[src/rtl/flq_pkg.sv]
// Constants, types and state layout for the flash command interpreter
package flq_pkg;

   // Core clock rate and self-timed erase durations
   localparam int CLK_MHZ                  = 25;
   localparam int SECTOR_ERASE_TIME_US     = 20000;
   localparam int HALF_BLOCK_ERASE_TIME_US = 100000;
   localparam int SECTOR_ERASE_CYC         = SECTOR_ERASE_TIME_US * CLK_MHZ;
   localparam int HALF_BLOCK_ERASE_CYC     = HALF_BLOCK_ERASE_TIME_US * CLK_MHZ;

   // Instruction codes
   localparam logic [7:0] CMD_WRITE_UNLOCK          = 8'h06;
   localparam logic [7:0] CMD_ENTER_QUAD            = 8'h38;
   localparam logic [7:0] CMD_EXIT_QUAD             = 8'hff;
   localparam logic [7:0] CMD_READ_PARAM            = 8'hc0;
   localparam logic [7:0] CMD_RESET                 = 8'h99;
   localparam logic [7:0] CMD_SECTOR_ERASE          = 8'h20;
   localparam logic [7:0] CMD_SECTOR_ERASE_WIDE     = 8'h21;
   localparam logic [7:0] CMD_HALF_BLOCK_ERASE      = 8'h52;
   localparam logic [7:0] CMD_HALF_BLOCK_ERASE_WIDE = 8'h5c;

   // Field positions and reset values
   localparam int         RP_FIELD_LSB     = 4;
   localparam int         LEARN_ENABLE_BIT = 7;
   localparam logic [1:0] DFIELD_RST       = 2'h0;
   localparam logic [7:0] LEARN_PATTERN    = 8'h34;
   localparam logic [2:0] ADDR_BYTES_NARROW = 3'h3;
   localparam logic [2:0] ADDR_BYTES_WIDE   = 3'h4;
   localparam logic [31:0] SECTOR_MASK     = 32'hffff_f000;
   localparam logic [31:0] HALF_BLOCK_MASK = 32'hffff_8000;
   localparam int         PROT_UNIT_LSB    = 16;
   localparam int         ARRAY_ADDR_MSB   = 25;
   localparam logic [4:0] PROT_ALL_BP      = 5'hb;
   localparam logic [10:0] PROT_UNITS      = 11'h400;

   // Dummy clocks per read-parameter field, single and double rate
   localparam logic [3:0] STR_DUMMY_TBL [0:3] = '{4'hc, 4'h6, 4'h8, 4'ha};
   localparam logic [3:0] DTR_DUMMY_TBL [0:3] = '{4'ha, 4'h8, 4'h6, 4'hc};

   // Learning pattern start offsets in dummy or mode-bit cycles
   localparam logic [3:0] LP_OFS_ONE_STR = 4'h0;
   localparam logic [3:0] LP_OFS_QUAD_OUT = 4'h2;
   localparam logic [3:0] LP_OFS_ONE_DTR = 4'h2;
   localparam logic [3:0] LP_OFS_TWO_IO  = 4'h4;
   localparam logic [3:0] LP_OFS_FOUR_IO = 4'h2;

   typedef enum logic [3:0] {
      FLQ_CMD   = 4'b0001,
      FLQ_ADDR  = 4'b0010,
      FLQ_PARAM = 4'b0100,
      FLQ_SKIP  = 4'b1000
   } flq_state_e;

   typedef enum logic [2:0] {
      RC_ONE_STR  = 3'h0,
      RC_DUAL_OUT = 3'h1,
      RC_QUAD_OUT = 3'h2,
      RC_ONE_DTR  = 3'h3,
      RC_TWO_IO   = 3'h4,
      RC_FOUR_IO  = 3'h5,
      RC_ID_SFDP  = 3'h6,
      RC_TWO_DTR  = 3'h7
   } flq_read_class_e;

   typedef struct packed {
      logic       quad_io_enable;
      logic       dummy_cycle_select;
      logic       wide_addr_mode;
      logic [4:0] block_protect_bits;
      logic [7:0] aux_config_reg;
   } flq_cfg_s;

   typedef struct packed {
      flq_read_class_e rclass;
      logic            four_io_dtr;
      logic            dummy_phase;
   } flq_read_s;

   typedef struct packed {
      logic        start;
      logic        half_block;
      logic [31:0] base;
   } flq_erase_s;

   typedef struct packed {
      logic        cs_s1;
      logic        cs_s2;
      logic        cs_d;
      logic        sclk_s1;
      logic        sclk_s2;
      logic        sclk_d;
      logic [3:0]  io_s1;
      logic [3:0]  io_s2;
      flq_state_e  st;
      logic [7:0]  sh;
      logic [3:0]  bits;
      logic [7:0]  op;
      logic [31:0] addr;
      logic [2:0]  nbytes;
      logic [2:0]  need;
      logic        extra;
      logic        quad;
      logic        wlatch;
      logic        busy;
      logic [1:0]  dfield;
      logic [31:0] timer;
      flq_erase_s  erase;
      logic        reject;
      logic [3:0]  dly;
      logic [2:0]  pidx;
      logic        drive;
      logic [3:0]  io_o;
      logic [3:0]  io_oe;
      logic [3:0]  str_d;
      logic [3:0]  dtr_d;
   } flq_state_s;

   localparam flq_state_s ST_RST = '{st: FLQ_CMD, cs_s1: 1'b1, cs_s2: 1'b1, cs_d: 1'b1,
                                     dfield: DFIELD_RST, str_d: STR_DUMMY_TBL[0],
                                     dtr_d: DTR_DUMMY_TBL[0], default: '0};

endpackage : flq_pkg

[src/rtl/flq_flash_cmd.sv]
// Quad mode, read parameter, learning pattern and erase command handling
// Summary of operation
// Quad mode read-parameter sets read dummy clocks
// SPI refuses read-parameter; select bit carries into quad
// Reset gives 12 single, 10 double dummies
// Field 00/01/10/11 maps to dummy pairs
// Aux config bit 7 enables learning pattern
// Pattern follows mode bits, mode bits untouched
// Pattern is fixed byte 00110100
// One-line and dual reads start pattern immediately
// Quad-output and double-rate one-line wait two
// Two-line waits four, four-line waits two cycles
// Short window cuts pattern, long window repeats
// ID, security, parameter reads behave like fast read
// Quad entry needs quad enable, else ignored
// Exit returns SPI; latch and suspend unchanged
// Host sends write unlock before erase
// Erase executes only on exact byte boundary
// Sector erase clears aligned 4K sector
// Erase self-timed; busy flag, latch cleared after
// Protected region erase is not executed
// Half-block erase clears aligned 32K block
// Wide variants always take 32-bit address
// Erase without write latch is discarded
`timescale 1ns/1ns
module flq_flash_cmd #(
   parameter int SECTOR_ERASE_CYCLES     = flq_pkg::SECTOR_ERASE_CYC,
   parameter int HALF_BLOCK_ERASE_CYCLES = flq_pkg::HALF_BLOCK_ERASE_CYC
) (
   // Clock and reset
   input  wire logic               core_clk_in,
   input  wire logic               rstn_in,
   // Serial link pins
   input  wire logic               cs_n_in,
   input  wire logic               sclk_in,
   input  wire logic [3:0]         io_in,
   output logic [3:0]              io_out,
   output logic [3:0]              io_oe_out,
   // Configuration and read framing
   input  wire flq_pkg::flq_cfg_s  cfg_in,
   input  wire flq_pkg::flq_read_s rd_in,
   // Status
   output logic                    quad_command_mode_out,
   output logic                    write_latch_flag_out,
   output logic                    op_in_progress_flag_out,
   output logic [3:0]              str_dummy_out,
   output logic [3:0]              dtr_dummy_out,
   // Erase request to the array
   output flq_pkg::flq_erase_s     erase_out,
   output logic                    erase_reject_out
);
   import flq_pkg::*;

   flq_state_s st_r;
   flq_state_s st_nxt;

   logic       sclk_rise;
   logic       sclk_fall;
   logic       cs_rise;
   logic       selected;
   logic [7:0] shifted;
   logic [3:0] bits_inc;
   logic       byte_done;
   logic [1:0] field_eff;
   logic       lp_on;
   logic [3:0] lp_ofs;
   logic [3:0] lp_mask;
   logic       lp_dtr;
   logic       exact;

   function automatic logic is_erase(input logic [7:0] op);
      return (op == CMD_SECTOR_ERASE) || (op == CMD_SECTOR_ERASE_WIDE) ||
             (op == CMD_HALF_BLOCK_ERASE) || (op == CMD_HALF_BLOCK_ERASE_WIDE);
   endfunction

   function automatic logic is_half(input logic [7:0] op);
      return (op == CMD_HALF_BLOCK_ERASE) || (op == CMD_HALF_BLOCK_ERASE_WIDE);
   endfunction

   // Protection counts 64K units from the top of the array
   function automatic logic is_protected(input logic [31:0] a, input logic [4:0] bp);
      logic [10:0] unit;
      logic [10:0] lim;
      unit = {1'b0, a[ARRAY_ADDR_MSB:PROT_UNIT_LSB]};
      lim  = PROT_UNITS - (11'h1 << (bp - 5'h1));
      if (bp == 5'h0) begin
         return 1'b0;
      end
      if (bp >= PROT_ALL_BP) begin
         return 1'b1;
      end
      return unit >= lim;
   endfunction

   always_comb begin
      st_nxt    = st_r;
      sclk_rise = st_r.sclk_s2 & ~st_r.sclk_d;
      sclk_fall = ~st_r.sclk_s2 & st_r.sclk_d;
      cs_rise   = st_r.cs_s2 & ~st_r.cs_d;
      selected  = ~st_r.cs_s2;
      shifted   = st_r.quad ? {st_r.sh[3:0], st_r.io_s2} : {st_r.sh[6:0], st_r.io_s2[0]};
      bits_inc  = st_r.bits + (st_r.quad ? 4'h4 : 4'h1);
      byte_done = (bits_inc == 4'h8);
      exact     = (st_r.st == FLQ_ADDR) && (st_r.nbytes == st_r.need) && (st_r.bits == 4'h0);
      lp_on     = rd_in.dummy_phase & cfg_in.aux_config_reg[LEARN_ENABLE_BIT];
      lp_ofs    = LP_OFS_ONE_STR;
      lp_mask   = 4'h2;
      lp_dtr    = 1'b0;

      // Pin synchronisers
      st_nxt.cs_s1   = cs_n_in;
      st_nxt.cs_s2   = st_r.cs_s1;
      st_nxt.cs_d    = st_r.cs_s2;
      st_nxt.sclk_s1 = sclk_in;
      st_nxt.sclk_s2 = st_r.sclk_s1;
      st_nxt.sclk_d  = st_r.sclk_s2;
      st_nxt.io_s1   = io_in;
      st_nxt.io_s2   = st_r.io_s1;

      st_nxt.erase.start = 1'b0;
      st_nxt.reject      = 1'b0;

      // self-timed completion
      if (st_r.busy) begin
         if (st_r.timer <= 32'h1) begin
            st_nxt.busy   = 1'b0;
            st_nxt.wlatch = 1'b0;
            st_nxt.timer = 32'h0;
         end else begin
            st_nxt.timer = st_r.timer - 32'h1;
         end
      end

      if (selected && sclk_rise) begin
         case (st_r.st)
            FLQ_CMD: begin
               st_nxt.sh   = shifted;
               st_nxt.bits = bits_inc;
               if (byte_done) begin
                  st_nxt.bits   = 4'h0;
                  st_nxt.op     = shifted;
                  st_nxt.nbytes = 3'h0;
                  st_nxt.addr   = 32'h0;
                  // address width select
                  if (is_erase(shifted)) begin
                     st_nxt.st   = FLQ_ADDR;
                     st_nxt.need = ((shifted == CMD_SECTOR_ERASE_WIDE) ||
                                    (shifted == CMD_HALF_BLOCK_ERASE_WIDE) ||
                                    cfg_in.wide_addr_mode) ? ADDR_BYTES_WIDE
                                                           : ADDR_BYTES_NARROW;
                  // refused outside quad mode
                  end else if ((shifted == CMD_READ_PARAM) && st_r.quad) begin
                     st_nxt.st = FLQ_PARAM;
                  end else begin
                     st_nxt.st = FLQ_SKIP;
                  end
               end
            end
            FLQ_ADDR: begin
               if (st_r.nbytes == st_r.need) begin
                  st_nxt.extra = 1'b1;
                  st_nxt.st    = FLQ_SKIP;
               end else begin
                  st_nxt.sh   = shifted;
                  st_nxt.bits = bits_inc;
                  if (byte_done) begin
                     st_nxt.bits   = 4'h0;
                     st_nxt.addr   = {st_r.addr[23:0], shifted};
                     st_nxt.nbytes = st_r.nbytes + 3'h1;
                  end
               end
            end
            FLQ_PARAM: begin
               st_nxt.sh   = shifted;
               st_nxt.bits = bits_inc;
               if (byte_done) begin
                  // capture dummy field
                  st_nxt.dfield = shifted[RP_FIELD_LSB+1:RP_FIELD_LSB];
                  st_nxt.bits   = 4'h0;
                  st_nxt.st     = FLQ_SKIP;
               end
            end
            FLQ_SKIP: begin
               st_nxt.extra = 1'b1;
            end
            default: begin
               st_nxt.st = FLQ_CMD;
            end
         endcase
      end

      if (cs_rise) begin
         if ((st_r.st == FLQ_SKIP) && !st_r.extra && (st_r.bits == 4'h0)) begin
            case (st_r.op)
               CMD_WRITE_UNLOCK: begin
                  if (!st_r.busy) begin
                     st_nxt.wlatch = 1'b1;
                  end
               end
               // entry gated by quad enable
               CMD_ENTER_QUAD: begin
                  if (cfg_in.quad_io_enable && !st_r.quad) begin
                     st_nxt.quad   = 1'b1;
                     st_nxt.dfield = {cfg_in.dummy_cycle_select, cfg_in.dummy_cycle_select};
                  end
               end
               // exit keeps latch state
               CMD_EXIT_QUAD: begin
                  if (st_r.quad) begin
                     st_nxt.quad = 1'b0;
                  end
               end
               // restore defaults
               CMD_RESET: begin
                  st_nxt.dfield = DFIELD_RST;
               end
               default: begin
                  st_nxt.op = st_r.op;
               end
            endcase
         end
         if (is_erase(st_r.op) && (st_r.st != FLQ_CMD)) begin
            // boundary, R22 latch, R19 protection
            if (exact && !st_r.busy && st_r.wlatch &&
                !is_protected(st_r.addr, cfg_in.block_protect_bits)) begin
               st_nxt.busy             = 1'b1;
               st_nxt.erase.start      = 1'b1;
               st_nxt.erase.half_block = is_half(st_r.op);
               // aligned region
               st_nxt.erase.base = st_r.addr &
                                   (is_half(st_r.op) ? HALF_BLOCK_MASK : SECTOR_MASK);
               st_nxt.timer = is_half(st_r.op) ? 32'(HALF_BLOCK_ERASE_CYCLES)
                                               : 32'(SECTOR_ERASE_CYCLES);
            end else begin
               st_nxt.reject = 1'b1;
            end
         end
      end

      // Frame ends with chip select high
      if (!selected) begin
         st_nxt.st     = FLQ_CMD;
         st_nxt.bits   = 4'h0;
         st_nxt.nbytes = 3'h0;
         st_nxt.extra  = 1'b0;
      end

      // effective dummy clocks
      field_eff    = st_r.quad ? st_r.dfield
                               : {cfg_in.dummy_cycle_select, cfg_in.dummy_cycle_select};
      st_nxt.str_d = STR_DUMMY_TBL[field_eff];
      st_nxt.dtr_d = DTR_DUMMY_TBL[field_eff];

      // start offsets; mode-bit cycles count toward the offset
      case (rd_in.rclass)
         RC_ONE_STR, RC_ID_SFDP: begin
            lp_ofs = LP_OFS_ONE_STR;
         end
         RC_DUAL_OUT: begin
            lp_ofs  = LP_OFS_ONE_STR;
            lp_mask = 4'h3;
         end
         RC_QUAD_OUT: begin
            lp_ofs  = LP_OFS_QUAD_OUT;
            lp_mask = 4'hf;
         end
         RC_ONE_DTR: begin
            lp_ofs = LP_OFS_ONE_DTR;
            lp_dtr = 1'b1;
         end
         RC_TWO_IO, RC_TWO_DTR: begin
            lp_ofs  = LP_OFS_TWO_IO;
            lp_mask = 4'h3;
            lp_dtr  = (rd_in.rclass == RC_TWO_DTR);
         end
         RC_FOUR_IO: begin
            lp_ofs  = LP_OFS_FOUR_IO;
            lp_mask = 4'hf;
            lp_dtr  = rd_in.four_io_dtr;
         end
         default: begin
            lp_ofs = LP_OFS_ONE_STR;
         end
      endcase

      // pattern only inside the enabled dummy window
      if (!lp_on) begin
         st_nxt.drive = 1'b0;
         st_nxt.io_oe = 4'h0;
         st_nxt.io_o  = 4'h0;
         st_nxt.dly   = lp_ofs;
         st_nxt.pidx  = 3'h0;
      end else if (sclk_fall && (st_r.dly != 4'h0)) begin
         st_nxt.dly = st_r.dly - 4'h1;
      end else if (sclk_fall || (sclk_rise && st_r.drive && lp_dtr)) begin
         // fixed byte, wraps on overrun, cut when window closes
         st_nxt.drive = 1'b1;
         st_nxt.io_o  = {4{LEARN_PATTERN[3'h7 - st_r.pidx]}};
         st_nxt.io_oe = lp_mask;
         st_nxt.pidx  = st_r.pidx + 3'h1;
      end
   end

   always_ff @(posedge core_clk_in or negedge rstn_in) begin
      if (!rstn_in) begin
         st_r <= ST_RST;
      end else begin
         st_r <= st_nxt;
      end
   end

   assign io_out                  = st_r.io_o;
   assign io_oe_out               = st_r.io_oe;
   assign quad_command_mode_out   = st_r.quad;
   assign write_latch_flag_out    = st_r.wlatch;
   assign op_in_progress_flag_out = st_r.busy;
   assign str_dummy_out           = st_r.str_d;
   assign dtr_dummy_out           = st_r.dtr_d;
   assign erase_out               = st_r.erase;
   assign erase_reject_out        = st_r.reject;
endmodule // flq_flash_cmd

[config.mk]
export PLATFORM = sky130hd
export DESIGN_NAME = flq_flash_cmd
export DESIGN_NICKNAME = d
export VERILOG_FILES = /design/src/rtl/flq_pkg.sv /design/src/rtl/flq_flash_cmd.sv
export SDC_FILE = /design/constraint.sdc
export NUM_CORES = 1
export LEC_CHECK = 0
export ABC_AREA = 1
export BUFFER_PORTS_ARGS = -buffer_cell sky130_fd_sc_hd__buf_2
export CORE_UTILIZATION = 40
export DETAILED_ROUTE_END_ITERATION = 8
export PLACE_DENSITY = 0.7
export SYNTH_ARGS = -nofsm -noshare
export SYNTH_HDL_FRONTEND = slang
export SYNTH_SLANG_ARGS = --single-unit
[constraint.sdc]
create_clock -name core_clk_in -period 3.02 [get_ports core_clk_in]
set_input_delay 0.604 -clock core_clk_in [delete_from_list [all_inputs] [get_ports core_clk_in]]
set_output_delay 0.604 -clock core_clk_in [all_outputs]
set_load 0.01 [all_outputs]
* Word level (Yosys, flattened, before mapping)
Memory sizes are Yosys's and may differ from the RTL's.
Index checks and enable logic that the tools add are counted.
** Storage, ports and cells
- Register bits :: 173
- ROM bits :: 8
- Input port bits :: 29
- Output and inout bits :: 54
- Logic and storage cells :: 233
- Memories :: 1
** Cells by class
- $add $sub $neg :: 8
- $lt $le $gt $ge :: 5
- Equal/unequal tests :: 41
- Shifts and indexed selects :: 1
- Muxes and demuxes :: 80
- Bitwise operators :: 10
- Reductions and logical operators :: 55
** Memories
- (no name shown) :: words 8, bits a word 1, read ports 1, clocked after memory_dff 0, wr ports 0, line flq_flash_cmd.sv:298 : st_nxt.io_o = {4{LEARN_PATTERN[3'h7 - st_r.pidx]}};
** Operators by type and width (count)
- 71-bit two-way mux :: 1
- 35-bit two-way mux :: 2
- 35-bit case mux with 2 select lines :: 1
- 67-bit two-way mux :: 1
- 66-bit two-way mux :: 1
- 32-bit two-way mux :: 2
- 63-bit two-way mux :: 1
- 4-bit two-way mux :: 13
- 50-bit two-way mux :: 1
- 8-bit by 6-bit == test with 1-bit output (second input constant) :: 5
- 8-bit two-way mux :: 5
- 12-bit two-way mux :: 3
- 12-bit case mux with 3 select lines :: 1
- 32-bit AND :: 1
- 8-bit by 7-bit == test with 1-bit output (second input constant) :: 4
- 32-bit by 1-bit <= comparator with 1-bit output (second input constant) :: 1
- 32-bit by 1-bit subtractor with 32-bit output (second input constant) :: 1
- 8-bit == test (second input constant) :: 3
- 1-bit two-way mux :: 23
- 22-bit two-way mux :: 1
- 4-bit binary-select mux with 2-bit select :: 2
- 16-bit two-way mux :: 1
- 2-bit two-way mux :: 8
- 4-bit case mux with 4 select lines :: 1
- 51 further kinds :: 117

* Longest topological paths before layout
Gate-level depths: netlist (run 1).
- Word-level depth :: 19
- Mapped depth :: 28

* Worst setup path after synthesis (run 1)
Ideal clock, no wire load.
- Path type :: in2reg
- Start :: input port cfg_in[9] (netlist name)
- End :: register st_r[80] (netlist name)
- Data arrival time :: 3.213 ns
- Setup slack :: -0.317 ns
- Cell stages on the path :: 28
- Path through :: buf_6 -> nor2_2 -> nand2_1 -> nand2_2 -> nand2_1 -> nor2_1 -> nand2_1 -> ha_1 -> nand3_1 -> inv_1 -> o21ai_0 -> ha_1 -> nand2_1 -> inv_1 -> a21oi_1 -> nand2_1 -> nand2_1 -> nand3_1 -> nand2_1 -> nand2_1 -> nand3_1 -> nand2_1 -> nand2_2 -> nand3_2 -> buf_6 -> buf_6 -> nand2_1 -> nand2_1
** RTL lines
- from (decl) :: line flq_flash_cmd.sv:40 : input wire flq_pkg::flq_cfg_s cfg_in,
- to (signal assigned) :: line flq_flash_cmd.sv:308 : st_r <= st_nxt;
- to (decl) :: line flq_flash_cmd.sv:54 : flq_state_s st_r;

* Worst setup path after layout (run 1)
- Start :: input port cfg_in[11] (netlist name)
- End :: register st_r (netlist bit erase_out[17])
** On the way
- Cells in the longest elaborated chain, start to end :: 12
** RTL lines
- branches (longest 6 deep; another with 11-bit subtractor)
- 1-bit two-way mux (*) :: line flq_flash_cmd.sv:89 : if (bp >= PROT_ALL_BP) begin
- 1-bit two-way mux (*) :: line flq_flash_cmd.sv:222 : if (is_erase(st_r.op) && (st_r.st != FLQ_CMD)) begin
- 1-bit two-way mux (*) :: line flq_flash_cmd.sv:192 : if (cs_rise) begin
- 1-bit logical NOT (*) :: line flq_flash_cmd.sv:225 : !is_protected(st_r.addr, cfg_in.block_protect_bits)) begin
- 1-bit logical AND (*) :: line flq_flash_cmd.sv:224 : if (exact && !st_r.busy && st_r.wlatch &&
- 3-bit AND reduction (no source line) (*)
Every way passes the cells marked *. The select of a mux whose other input is x is not followed.
A chain may end at the register's enable or synchronous reset.

==> impl_metrics.toml, run 1 <==
[status]
status = "finished clean"

[setup_path]
arrival_ns = 3.30
slowest_stage = "clkbuf_16"
critPathCaptureType = "register"
required_ns = 3.33
cp_max_fo = 5
worstSetupStartpointType = "primary input"
cpMostUsedCell = "nand2_2"
crit_type = "in2reg"
slowest_delay_ns = 0.26

[detailed_routing]
routedWlPerCell_um = 13.32
drc_errors = 0
final_antenna_net_count = 0
routed_via_density = 4.876
finalWirelength_um = 17040
drt_first_pass_iters = 5
via_count = 6236
dr.first_iter.drc_count = 358

[logic_synthesis]
synthAdderAreaFrac_pct = 3.180
synth_compound_area_share_pct = 9.762
synth-xor-area-share_pct = 3.784
ys_warn_count = 0
synth-seq-cells = 152
muxShareOfSynthArea_pct = 0.1272
syn_area_um2 = 7870
ys_types = 45
yosysSeqAreaShare_pct = 48.46
syn_area_per_cell_um2 = 8.381
synth_top_family_by_area = "simple AND/OR/NAND/NOR gates"
synth_edf_count = 0
syn_inst = 939
synth_ff_type = "dfrtp_1"
async_flop_share_pct = 100.0
synthSimpleGateAreaFrac_pct = 22.07

[power_and_ir_drop]
powerDensity_nw_per_um2 = 484.5
leakagePower_nw = 4.511
p_total_mw = 4.608
p_comb_share_pct = 10.0
seq_power_share_pct = 47.2
switchingPower_mw = 1.235
p_clk_share_pct = 42.7
swShare_pct = 26.80
internal-power_mw = 3.373
peakVddDrop_mv = 0.3348

[place]
dp_cells = 1233
hpwl_um = 11410
routabilityCongestion = 0.8645
numPortBuffers = 61
dp_worst_setup_slack_ns = -0.4955
placed_area_um2 = 8366

[floorplan]
chipHeight_um = 142.3
die_w_um = 142.3
design.core.area_um2 = 19020
placementRows = 50
initial_core_util_pct = 41.38
die-area_um2 = 20240
io_pins = 83

[sta]
tightestPinTransition_ns = 0.7733
finalSetupViolCount = 0
relSlewSlack_pct = 47.90
setup_slack_ns = 0.02361
slew_violations = 0
period_needed_ns = 2.996
timing.hold.ws_ns = 0.2046
skew_ns = 0.01073
rsz0062_at_grt = "yes"
min_period_over_period_pct = 99.22
hold_viol = 0
max_freq_mhz = 333.7
fin_tns_setup_ns = 0

[min_path]
min_path_type = "in2async"

[grt]
grt_start_max_net_pins = 72
antenna_found_initial = 0
track_usage_pct = 16.88
grt_pass1_vias = 5821
grt_overflow = 0
grt_pass1_wl_um = 27260

[cts]
clk_latency_ns = 0.42
cts_root_buf = "clkbuf_16"
cts_made_buffers = 17
cts_buffer_depth = 2
htree_levels = 4
clock_sinks = 152
cts.reportedPaths.clkPinSlew_ns = 0.06
cts_tree = "built"

[flow_run]
cap_violations = 0

[cells_and_area]
multi_input_area_um2 = 3496
final_core_util_pct = 50.01
final_common_cell = "dfrtp_1"
drive_gt1_share_pct = 23.65
fillCellCount = 1796
area_delta_synth_final_pct = 20.86
final_nets = 1055
seq_area_um2 = 3814
mostFrequentLayoutCells = "dfrtp_1 (144), inv_1 (130), nand2_1 (128)"
antenna_cells = 0
finalInstanceArea_um2 = 9512
instances_no_fill = 1279
## sequential cells by signal, indices dropped and copies added (netlist names), 3 cells and up
| register | cells |
|---|---|
| st_r | 108 |
| erase_out | 22 |
| st_nxt | 8 |
| dtr_dummy_out | 3 |
| io_oe_out | 3 |
| str_dummy_out | 3 |
## logic make-up (layout without fill, tap and decap cells)
| family | count (synthesis) | count (layout) |
|---|---|---|
| other | 1 | 14 |
| AO/OA/AOI/OAI | 137 | 137 |
| flip-flops | 152 | 152 |
| AND/OR/NAND/NOR | 390 | 391 |
| XOR/XNOR | 34 | 34 |
| buffers and inverters | 204 | 270 |
| multiplexers | 1 | 1 |
| adder cells (fa/ha/maj) | 20 | 20 |
## Yosys cell counts, types with 2 or more instances
| cell type | instances | area (µm²) |
|---|---|---|
| nand4_1 | 22 | 137.6 |
| xnor2_1 | 13 | 113.9 |
| nor4_1 | 12 | 75.07 |
| and3_1 | 6 | 37.54 |
| buf_2 | 7 | 35.03 |
| ha_1 | 20 | 250.2 |
| o21ai_1 | 11 | 55.05 |
| buf_4 | 51 | 382.9 |
| o22ai_1 | 33 | 206.5 |
| nand3_2 | 4 | 40.04 |
| nand3b_1 | 2 | 15.01 |
| dfrtp_1 | 144 | 3603 |
| a21oi_1 | 19 | 95.09 |
| and2_1 | 2 | 12.51 |
| nand2_1 | 162 | 608.1 |
| o21ai_0 | 60 | 300.3 |
| o311ai_0 | 2 | 17.52 |
| o31ai_1 | 2 | 15.01 |
| buf_6 | 3 | 33.78 |
| nor2_1 | 103 | 386.6 |
| nor4_2 | 2 | 25.02 |
| o211ai_1 | 4 | 30.03 |
| nor2_2 | 6 | 37.54 |
| or2_2 | 3 | 18.77 |
| clkbuf_1 | 6 | 22.52 |
| inv_1 | 133 | 499.2 |
| xor2_1 | 21 | 183.9 |
| nand3_1 | 40 | 200.2 |
| inv_2 | 2 | 7.510 |
| nor3_1 | 21 | 105.1 |
| nand2_2 | 2 | 12.51 |
| dfstp_2 | 8 | 210.2 |
## worst max-delay path: cells and delay by family
kind | cells | cell delay, ns
AND/OR/NAND/NOR | 18 | 1.49
buffers and inverters | 4 | 0.48
adder cells (fa/ha/maj) | 2 | 0.41
AO/OA/AOI/OAI | 3 | 0.33
## power by group through the flow
stage	combinational, mW	sequential [mW]	clock, mW
final	0.463	2.18	1.97
after global routing	0.530	2.18	2.10
after CTS	0.439	2.17	2.01
after detailed placement	0.435	2.21	0
after global placement	0.429	2.21	0
after floorplan	0.296	2.19	0
## layer usage
layer	vias up	wire [µm]	GRT usage [%]
met2	132	8040	26.34
met3	20	714	4.240
met5	-	0	0
li1	3134	-	-
met1	2950	7997	23.03
met4	0	284	5.207
## worst paths after layout
| kind | end | cells after the start | startpoint | slack [ns] |
|---|---|---|---|---|
| min | st_r[86] | 1 | rstn_in | 0.20 |
| min in group core_clk_in | st_nxt[171] | 1 | cs_n_in | 0.28 |
| min reg2reg | st_nxt[167] | 0 | st_nxt[168] | 0.35 |
| max reg2reg | st_r[101] | 13 | quad_command_mode_out | 0.53 |
| max in group asynchronous | st_r[135] | 2 | rstn_in | 2.13 |
| max | erase_out[17] | 27 | cfg_in[11] | 0.02 |
## repair_timing
| action | 4_1_cts | 5_1_grt |
|---|---|---|
| resized for setup | 2 | 111 |
| pin swaps | 0 | 23 |
| setup endpoints to repair | 22 | 55 |
| hold buffers | 0 | 0 |
| cloned | 0 | 10 |
| buffers inserted | 0 | 4 |
## final cells by class
class / instances / share of cell area, %
clock buffer: 20 / 4.801
clock inverter: 12 / 0.9997
inverter: 136 / 5.367
multi-input combinational: 597 / 36.75
sequential: 152 / 40.09
tap: 260 / 3.420
timing repair buffer: 102 / 8.564
No activity file was read; power rests on OpenSTA's default activity.
==> run 2, diff against run 1 <==
--- a/config.mk
+++ b/config.mk
@@ -7,6 +7,7 @@
 export LEC_CHECK = 0
 export ABC_AREA = 1
 export BUFFER_PORTS_ARGS = -buffer_cell sky130_fd_sc_hd__buf_2
+export CORE_ASPECT_RATIO = 0.5
 export CORE_UTILIZATION = 40
 export DETAILED_ROUTE_END_ITERATION = 8
 export PLACE_DENSITY = 0.7
==> run 2 against run 1 <==
  * The run now ends with setup timing left
  * Die area increased by 0.17%
  * Clock skew about the same
  * Cell count about the same
  * Largest cell class unchanged
  * Critical endpoint is now erase_out[30]
  * Combinational power increased by 1%
  * Utilization increased by 0.28 points
  * Final area decreased by 0.43%
  * Routed wire length increased by 6.4%
==> impl_metrics.toml, run 2 (synthesis gave the netlist of run 1 again) <==
[status]
status = "finished, violations left"
failed_checks = "setup timing"

[cells_and_area]
antenna_cells = 0
final_nets = 1055
area_delta_synth_final_pct = 20.33
regMostFlops = "st_r"
largest_reg_flops = 108
mostFrequentLayoutCells = "dfrtp_1 (144), inv_1 (130), nand2_1 (129)"
instances_no_fill = 1278
fillCellCount = 1759
final_common_cell = "dfrtp_1"
drive_gt1_share_pct = 21.69

[cts]
cts_buffer_depth = 2
postCtsHoldBufs = 0
cts_made_buffers = 17
cts.reportedPaths.clkPinSlew_ns = 0.06
clk_latency_ns = 0.43
cts_tree = "built"
htree_levels = 4
clock_sinks = 152
cts_root_buf = "clkbuf_16"

[power_and_ir_drop]
leakagePower_nw = 4.538
peakVddDrop_mv = 0.3232
powerDensity_nw_per_um2 = 512.9

[floorplan]
die_w_um = 200.4
chipHeight_um = 101.2
design.core.area_um2 = 18830
die-area_um2 = 20270
initial_core_util_pct = 41.79
io_pins = 83
placementRows = 35

[sta]
fin_tns_setup_ns = -0.02490
period_needed_ns = 3.039
hold_viol = 0
min_period_over_period_pct = 100.6
skew_ns = 0.01033
setup_slack_ns = -0.01936
slew_violations = 0
relSlewSlack_pct = 41.96
rsz0062_at_grt = "yes"
tightestPinTransition_ns = 0.8635
finalSetupViolCount = 2
max_freq_mhz = 329.0

[flow_run]
cap_violations = 0

[setup_path]
critPathCaptureType = "register"
arrival_ns = 3.35
worstSetupStartpointType = "primary input"
crit_type = "in2reg"
cp_max_fo = 5
required_ns = 3.33

[grt]
grt_overflow = 0
track_usage_pct = 17.29
grt_pass1_vias = 5791
antenna_found_initial = 0
grt_pass1_wl_um = 28080
grt_start_max_net_pins = 75

[detailed_routing]
routed_via_density = 4.983
finalWirelength_um = 18130
final_antenna_net_count = 0
drc_errors = 0
via_count = 6368
drt_first_pass_iters = 5
dr.first_iter.drc_count = 315
routedWlPerCell_um = 14.18

[place]
hpwl_um = 11880
routabilityCongestion = 0.9092
numPortBuffers = 61
dp_cells = 1237
dp_worst_setup_slack_ns = -0.4592

[min_path]
min_path_type = "in2async"
run 2: changes by cell type in the layout (fill, tap and decap cells not counted), moves of 3 or more:
cell       before  now
nor2_1         80  101
nand2_2        27   23
nor2_2         25    5
nand2_4         8   12
bufinv_16       0    3
o21ai_2         7   11
o21ai_1        14   11
buf_4          27   30
run 2: where the power goes:
group	total (mW)	switching, mW	internal (mW)
Clock	2.22	0.868	1.35
Combinational	0.468	0.315	0.153
Sequential	2.17	0.0556	2.12
run 2: path summary, 6_finish.rpt:
kind,startpoint,depth (start not counted),endpoint,slack (ns)
hold / removal,rstn_in,1,st_r[101],0.21
setup / recovery,cfg_in[9],27,erase_out[30],-0.02
min in group core_clk_in,cs_n_in,1,st_nxt[171],0.28
hold reg to reg,st_nxt[168],0,st_nxt[167],0.35
setup reg to reg,st_r[100],10,erase_out[30],0.34
max in group asynchronous,rstn_in,2,st_r[78],2.05
run 2: timing repair:
action,in CTS,in global routing
gates cloned,0,8
pin swaps,0,21
resized for setup,1,93
setup buffers,0,1
endpoints found under the setup margin,7,56
run 2: area by class of cell:
class | instances | area (µm²) | area share [%]
Timing Repair Buffer | 102 | 768.2 | 8.112
Clock inverter | 10 | 143.9 | 1.519
Clock buffer | 22 | 464.2 | 4.902
Inverter | 136 | 510.5 | 5.390
Sequential cell | 152 | 3814 | 40.27
Tap cell | 259 | 324.1 | 3.422
Multi-Input combinational cell | 597 | 3446 | 36.39
run 2: per-layer routing:
layer  global-route usage (%)  vias up  share of wire (%)
met5                        0        -                  0
li1                         -     3140                  -
met3                    4.118       22                4.8
met4                    5.989        0                1.1
met2                    26.42      162                 46
met1                    24.25     3044                 48
run 2: stage by stage:
stage	hold slack [ns]	util (%)	cell area (µm²)	total power [mW]
2_1_floorplan	0.3084	-	7971	2.487
3_3_place_gp	0.3345	44.55	8389	2.635
3_5_place_dp	0.3355	44.55	8389	2.649
4_1_cts	0.2238	47.80	9001	4.870
5_1_grt	0.2506	50.29	9470	5.075
6_report	0.2073	50.29	9470	4.857
run 2: worst max-delay path, stage by stage:
cell       delay [ns]
buf_8            0.10
nor2_4           0.13
nand2_2          0.06
nand2_2          0.10
nand2_4          0.06
nor2_4           0.10
nand2_2          0.08
ha_4             0.20
nand3_4          0.09
inv_2            0.05
o21ai_2          0.16
ha_4             0.23
nand2_2          0.07
inv_1            0.05
a21oi_2          0.12
nand2_1          0.06
nand2_1          0.05
nand3_1          0.07
nand2_1          0.07
nand2_1          0.06
nand3_2          0.07
nand2_2          0.06
nand2_4          0.13
nand3_4          0.18
clkbuf_16        0.27
nand2_2          0.05
o21ai_1          0.06
